[src/inc/ifc_pkg.sv]
package ifc_pkg;

    // Register indices on the plain register port (word addresses).
    localparam logic [3:0] IFC_ADDR_CONTROL = 4'h0;
    localparam logic [3:0] IFC_ADDR_FLAG    = 4'h1;
    localparam logic [3:0] IFC_ADDR_ENABLE  = 4'h2;
    localparam int         IFC_ADDR_W       = 4;

    // Control register field positions.
    localparam int IFC_VEC_CFG_POS = 12;
    localparam int IFC_PROX_LSB    = 8;
    localparam int IFC_PROX_W      = 3;
    localparam int IFC_EXT_N       = 5;
    localparam int IFC_EP_LSB      = 0;

    // Implemented control bits; everything else reads as zero.
    localparam logic [31:0] IFC_CONTROL_MASK = 32'h0000_171F;

    // Values after reset.
    localparam logic [31:0] IFC_CONTROL_RST = 32'h0000_0000;
    localparam logic [31:0] IFC_FLAG_RST    = 32'h0000_0000;
    localparam logic [31:0] IFC_ENABLE_RST  = 32'h0000_0000;

    // Threshold code values with special meaning.
    localparam logic [2:0] IFC_PROX_OFF   = 3'h0;
    localparam logic [2:0] IFC_PROX_ONLY1 = 3'h1;

    // Register bus request grouped together.
    typedef struct packed {
        logic [IFC_ADDR_W-1:0] addr;
        logic [31:0]           wdata;
        logic                  wr;
        logic                  rd;
    } ifc_bus_req_t;

    // Decoded control fields presented to the vector logic.
    typedef struct packed {
        logic       multi_vector;
        logic [2:0] proximity_threshold_code;
        logic [4:0] edge_polarity;
    } ifc_cfg_t;

endpackage : ifc_pkg

[src/logic/ifc_irq_flag_enable_control.sv]
`timescale 1ns/10ps
`default_nettype none

module ifc_irq_flag_enable_control #(
    parameter int NUM_SRC = 32
) (
    // Clock and reset.
    input  wire logic                        core_clk,
    input  wire logic                        rst,
    // Register port.
    input  wire ifc_pkg::ifc_bus_req_t       bus_req,
    output logic [31:0]                      bus_rdata,
    // Peripheral request pulses, same clock.
    input  wire logic [NUM_SRC-1:0]          periph_event,
    // External interrupt pins, asynchronous.
    input  wire logic [ifc_pkg::IFC_EXT_N-1:0] ext_irq_pin,
    // Which flag bits the external inputs drive.
    input  wire logic [ifc_pkg::IFC_EXT_N*5-1:0] ext_irq_slot,
    // Group priority of the request being taken, for proximity timer start.
    input  wire logic [2:0]                  taken_group_priority,
    input  wire logic                        taken_valid,
    // Outputs to the processor core.
    output logic [NUM_SRC-1:0]               irq_pending,
    output logic                             irq_any,
    output ifc_pkg::ifc_cfg_t                cfg,
    output logic                             proximity_start
);
    import ifc_pkg::*;

    logic [31:0]          control_q, control_d;
    logic [NUM_SRC-1:0]   flag_q, flag_d;
    logic [NUM_SRC-1:0]   enable_q, enable_d;
    logic [31:0]          rdata_q, rdata_d;
    logic [IFC_EXT_N-1:0] sync1_q, sync2_q, prev_q;
    logic [IFC_EXT_N-1:0] sync1_d, sync2_d, prev_d;
    logic [IFC_EXT_N-1:0] ext_edge;
    logic [NUM_SRC-1:0]   hw_set;

    // The external pins are not related to core_clk, so a pin edge can land
    // anywhere inside a clock period. The first flop may go metastable; only
    // the second flop is allowed to read it, and every decision downstream is
    // made on the second stage and on its delayed copy.
    //
    // The delayed copy resets to zero. Pins that idle low therefore never
    // show a false falling edge after reset. A pin that idles high, with its
    // polarity bit cleared, would see one rising transition in the pipeline,
    // which is ignored because only rising polarity would report it.
    //
    // Latency from a pin edge to its flag is three core_clk edges: two for
    // the synchroniser and one for the flag register itself.

    // Next values of the synchroniser pipeline.
    always_comb begin
        sync1_d = ext_irq_pin;
        sync2_d = sync1_q;
        prev_d  = sync2_q;
    end

    // Two-flop synchronisers; the first stage feeds only the second.
    always_ff @(posedge core_clk or posedge rst) begin
        if (rst) begin
            sync1_q <= '0;
            sync2_q <= '0;
            prev_q  <= '0;
        end else begin
            sync1_q <= sync1_d;
            sync2_q <= sync2_d;
            prev_q  <= prev_d;
        end
    end

    // An edge is reported for exactly one cycle, when the synchronised level
    // differs from the level one cycle earlier in the selected direction.
    // Changing a polarity bit while the pin is steady reports nothing, since
    // both samples agree; software can retarget an input without a spurious
    // request.

    // Edge detection per external input, polarity chosen by control bits.
    always_comb begin
        for (int i = 0; i < IFC_EXT_N; i++) begin
            ext_edge[i] = control_q[IFC_EP_LSB + i] ? (sync2_q[i] & ~prev_q[i])
                                                    : (~sync2_q[i] & prev_q[i]);
        end
    end

    // Peripheral pulses already belong to core_clk and need no synchroniser.
    // Each external input is steered to one flag index chosen at the port;
    // two inputs may share an index, and then either edge sets that flag.
    // An index at or above NUM_SRC must not be given.

    // Merge peripheral pulses and external edges into per-source set terms.
    always_comb begin
        hw_set = periph_event;
        for (int i = 0; i < IFC_EXT_N; i++) begin
            if (ext_edge[i]) begin
                hw_set[ext_irq_slot[i*5 +: 5]] = 1'b1;
            end
        end
    end

    // Register map, by word index on the plain port:
    //   index 0: control word, vector mode, threshold code and polarities.
    //   index 1: request flags, one per source, plain read and write.
    //   index 2: source enables, one per source, plain read and write.
    // Any other index ignores writes and reads as zero.
    //
    // Flag writes are plain writes, not write-one-to-clear. Software that
    // clears one flag must write back the others it wants to keep, and a
    // hardware set in the same cycle is ORed over the written value so that
    // no request raised in the write cycle itself is lost to the write.
    //
    // Read data is registered: it stands in the cycle after the read strobe
    // and returns to zero in the following cycle. Reads have no side effects.

    // Next values of the register file and the read data.
    always_comb begin
        control_d = control_q;
        flag_d    = flag_q;
        enable_d  = enable_q;
        rdata_d   = 32'h0000_0000;
        if (bus_req.wr) begin
            if (bus_req.addr == IFC_ADDR_CONTROL) begin
                control_d = bus_req.wdata & IFC_CONTROL_MASK;
            end else if (bus_req.addr == IFC_ADDR_FLAG) begin
                flag_d = bus_req.wdata[NUM_SRC-1:0];
            end else if (bus_req.addr == IFC_ADDR_ENABLE) begin
                enable_d = bus_req.wdata[NUM_SRC-1:0];
            end
        end
        flag_d = flag_d | hw_set;
        if (bus_req.rd) begin
            if (bus_req.addr == IFC_ADDR_CONTROL) begin
                rdata_d = control_q & IFC_CONTROL_MASK;
            end else if (bus_req.addr == IFC_ADDR_FLAG) begin
                rdata_d = 32'(flag_q);
            end else if (bus_req.addr == IFC_ADDR_ENABLE) begin
                rdata_d = 32'(enable_q);
            end
        end
    end

    // Register stage.
    always_ff @(posedge core_clk or posedge rst) begin
        if (rst) begin
            control_q <= IFC_CONTROL_RST;
            flag_q    <= NUM_SRC'(IFC_FLAG_RST);
            enable_q  <= NUM_SRC'(IFC_ENABLE_RST);
            rdata_q   <= 32'h0000_0000;
        end else begin
            control_q <= control_d;
            flag_q    <= flag_d;
            enable_q  <= enable_d;
            rdata_q   <= rdata_d;
        end
    end

    // Read data comes straight from its register.
    assign bus_rdata = rdata_q;

    // The pending vector is combinational from two registers, so it changes
    // in the cycle after either the flag or the enable is written. A disabled
    // source still records its flag; enabling it later presents the request
    // at once, which is what lets software poll masked sources.

    assign irq_pending = flag_q & enable_q;
    assign irq_any     = |(flag_q & enable_q);

    // Decoded configuration for the vector logic.
    always_comb begin
        cfg.multi_vector             = control_q[IFC_VEC_CFG_POS];
        cfg.proximity_threshold_code = control_q[IFC_PROX_LSB +: IFC_PROX_W];
        cfg.edge_polarity            = control_q[IFC_EP_LSB +: IFC_EXT_N];
    end

    // The proximity timer itself lives in the vector logic; this block only
    // says whether the request being taken is allowed to start it. Code one
    // is the odd case: it accepts group priority one only, not priority zero,
    // while codes two and up accept every priority at or below the code.

    // Proximity timer start qualification by threshold code.
    always_comb begin
        logic [2:0] prox_code;
        prox_code = control_q[IFC_PROX_LSB +: IFC_PROX_W];
        if (prox_code == IFC_PROX_OFF) begin
            proximity_start = 1'b0;
        end else if (prox_code == IFC_PROX_ONLY1) begin
            proximity_start = taken_valid && (taken_group_priority == 3'h1);
        end else begin
            proximity_start = taken_valid && (taken_group_priority <= prox_code);
        end
    end

endmodule : ifc_irq_flag_enable_control
`default_nettype wire

[config.mk]
export PLATFORM = sky130hd
export DESIGN_NAME = ifc_irq_flag_enable_control
export DESIGN_NICKNAME = d
export VERILOG_FILES = /design/src/inc/ifc_pkg.sv /design/src/logic/ifc_irq_flag_enable_control.sv
export SDC_FILE = /design/constraint.sdc
export NUM_CORES = 1
export LEC_CHECK = 0
export BUFFER_PORTS_ARGS = -buffer_cell sky130_fd_sc_hd__buf_4
export CORE_AREA = 10 10 123 125
export DETAILED_ROUTE_END_ITERATION = 6
export DIE_AREA = 0 0 133 135
export PLACE_DENSITY = 0.79
export SLEW_MARGIN = 20
export SYNTH_ARGS = -nofsm -noshare
export SYNTH_HDL_FRONTEND = slang
export SYNTH_SLANG_ARGS = --single-unit
[constraint.sdc]
create_clock -name core_clk -period 4.3 [get_ports core_clk]
set_input_delay 0.645 -clock core_clk [delete_from_list [all_inputs] [get_ports core_clk]]
set_output_delay 0.645 -clock core_clk [all_outputs]
set_load 0.02 [all_outputs]
==> impl_metrics.tcl <==
set metrics [dict create \
    status "completed" \
    clkTransAtPathRegs_ns 0.05 \
    syn_inst 672 \
    cts_buffers 17 \
    placed_area_um2 8060 \
    start_util_pct 52.1 \
    viasPerCell 6.42 \
    hold_path.class "input port to flop" \
    cts-root-buf "clkbuf_16" \
    synth_compound_area_share_pct 15.6 \
    p_leak_nw 3.61 \
    antenna_found_initial 0 \
    postSynthNetCount 781 \
    h-tree-depth 4 \
    drt_iter0_markers 774 \
    hold_violations 0 \
    clkSinkCount 120 \
    pwr_density_cell_nw_per_um2 411 \
    dr.pass1.iters 7 \
    yosysUniqueCellTypes 53 \
    setup_viol 0 \
    grt_overflow_total 0 \
    tns_ns 0 \
    final_area_um2 8630 \
    clk_latency_ns 0.42 \
    synth-simple-area-share_pct 24.0 \
    whs_ns 0.332 \
    fp.dieW_um 133 \
    synth_xor_area_share_pct 0 \
    ios 181 \
    synth_warnings 0 \
    vias 6628 \
    core_area_um2 12600 \
    grt_usage_pct 27.3 \
    syn2layout_area_growth_pct 31.9 \
    ys_ff_latch 120 \
    drc 0 \
    synth_edf_count 0 \
    syn_avg_cell_area_um2 9.74 \
    endpoint_kind "output port" \
    ys_seq_area_share_pct 45.9 \
    crit_type "flop to output port" \
    rsz0062_at_grt "false" \
    synth_fa_ha_area_share_pct 0.574 \
    ir_drop_mv 0.366 \
    cts_resized 0 \
    synth.cell_area_um2 6540 \
    cts_tree "built" \
    finalCritPeriodShare_pct 78.4 \
    fin_crit_ns 3.37 \
    antenna_left 0 \
    grt_pass1_wl_mm 38.0 \
    synth.mux.area_fraction_pct 11.8 \
    synth_top_family_by_area "simple AND/OR/NAND/NOR gates" \
    drive_above_1_share_pct 34.1 \
    synth_async_sr_flop_share_pct 100 \
    fmax_mhz 296 \
    detail_route.wl_per_cell_um 24.7 \
    crit_path_start_kind "flop" \
    ys_dominant_reg_cell "dfrtp_1" \
    antenna_cells 0 \
    slew_viol_final 0 \
    grt_pass1_vias 6631 \
    die_area_um2 18000 \
    fp.dieH_um 135 \
    routabilityCongestion 0.993 \
    yosysTopAreaCell "dfrtp_1" \
    dp_hpwl_mm 19.5 \
    layout.cells.non_filler 1033 \
    rows 41 \
    skew_ns 0.00641 \
    placedCellCount 1001 \
    ys_top_cells_by_area "dfrtp_1 46%, mux2_2 11%, a22oi_1 5.4%, nor2_1 4.6%, and2_1 3.3%" \
    relSlewSlack_pct 26.0 \
    num-nets-final 957 \
    cts_buffer_depth 2 \
    maxCapViolations 0 \
    grt_max_degree 66 \
    worst_pin_slew_ns 1.09 \
    crit_fanout 3 \
    port_buffers 180 \
    wl_mm 25.5 \
    required_ns 3.65 \
    synth_top_area_share_pct 45.9 \
    ctsHoldBuffers 0 \
    arrival_ns 2.73 \
    post-cts-setup-buffer-count 0 \
]
[synth_stat cells, types with 19 or more instances]
library cell	instances
a211oi_1	21
a21oi_1	34
a22oi_1	47
and2_1	34
clkbuf_1	23
dfrtp_1	120
mux2_2	63
nand2_1	32
nand3_1	35
nor2_1	80
nor3_1	21
o21ai_0	19
[flip-flops by register name, indices dropped and copies added (netlist names)]
signal,cells
prev_q,5
control_q,9
enable_q,32
prev_d,5
bus_rdata,32
flag_q,32
sync1_q,5
[where the power goes]
part / switching, mW / internal (mW)
registers: 0.0936 / 1.24
logic: 0.482 / 0.368
clock network: 0.509 / 0.860
total: 1.08 / 2.47
[metrics by stage]
step                worst slack [ns]  power (mW)  util [%]
floorplan                      0.469        1.77         -
global placement                1.39        2.16      64.1
detailed placement              1.38        2.19      64.1
CTS                            0.931        3.55      68.7
global route                   0.850        3.68      68.7
finish                         0.927        3.55      68.7
[kinds of logic (layout without fill, tap and decap cells)]
| group | count (synthesis) | count (layout) |
|---|---|---|
| AND/OR/NAND/NOR | 289 | 289 |
| AO/OA/AOI/OAI | 153 | 153 |
| flip-flops | 120 | 120 |
| multiplexers | 69 | 69 |
| buffers and inverters | 38 | 227 |
| adder cells (fa/ha/maj) | 3 | 3 |
[area by class of cell]
cell class	instances	area, µm²
Fill cell	999	3940
Multi-Input combinational cell	514	3400
Clock inverter	13	130
Timing Repair Buffer	188	1410
Inverter	7	28.8
Sequential cell	120	3000
Tap cell	172	215
Clock buffer	19	443
[critical path, cell delays in order, from the launching register on]
cell and delay, ns:
dfrtp_1 0.39, and2_1 0.18, or4_1 0.57, or4_1 0.44, or4_1 0.54, buf_4 0.18
[placed cells by master, fill, tap and decap left out, types with 11 or more instances in the layout]
master     synthesis  routed
o21ai_0           19      19
mux2_2            63      63
nand2b_1          11      11
and2_1            34      34
nor3_1            21      21
clkbuf_16          0      17
nand2_1           32      32
nand3_1           35      35
nor2b_1           11      11
buf_4              0     188
a21oi_1           34      34
dfrtp_1          120     120
a211oi_1          21      21
a22oi_1           47      47
nor2_1            80      80
[layer usage]
layer,part of all wire (%),wire (µm),up-vias,global-route usage (%)
li1,-,-,2854,-
met1,40,10300,3283,33.7
met2,47,12100,426,44.1
met3,9.4,2400,65,7.79
met4,3.0,753,0,11.0
met5,0,0,-,0
[path summary, 6_finish.rpt]
kind                                      from             to  slack, ns  depth (start not counted)
worst max-delay path                flag_q[31]        irq_any       0.93                          5
worst min-delay path            ext_irq_pin[0]     sync1_q[0]       0.33                          1
worst max register to register       prev_d[4]      flag_q[5]       1.57                          5
worst min register to register      sync1_q[3]      prev_d[3]       0.35                          0
max in group asynchronous                  rst  bus_rdata[20]       3.01                          3
min in group asynchronous                  rst   bus_rdata[9]       0.38                          2
Note: power is estimated with default switching activity, not from simulation.
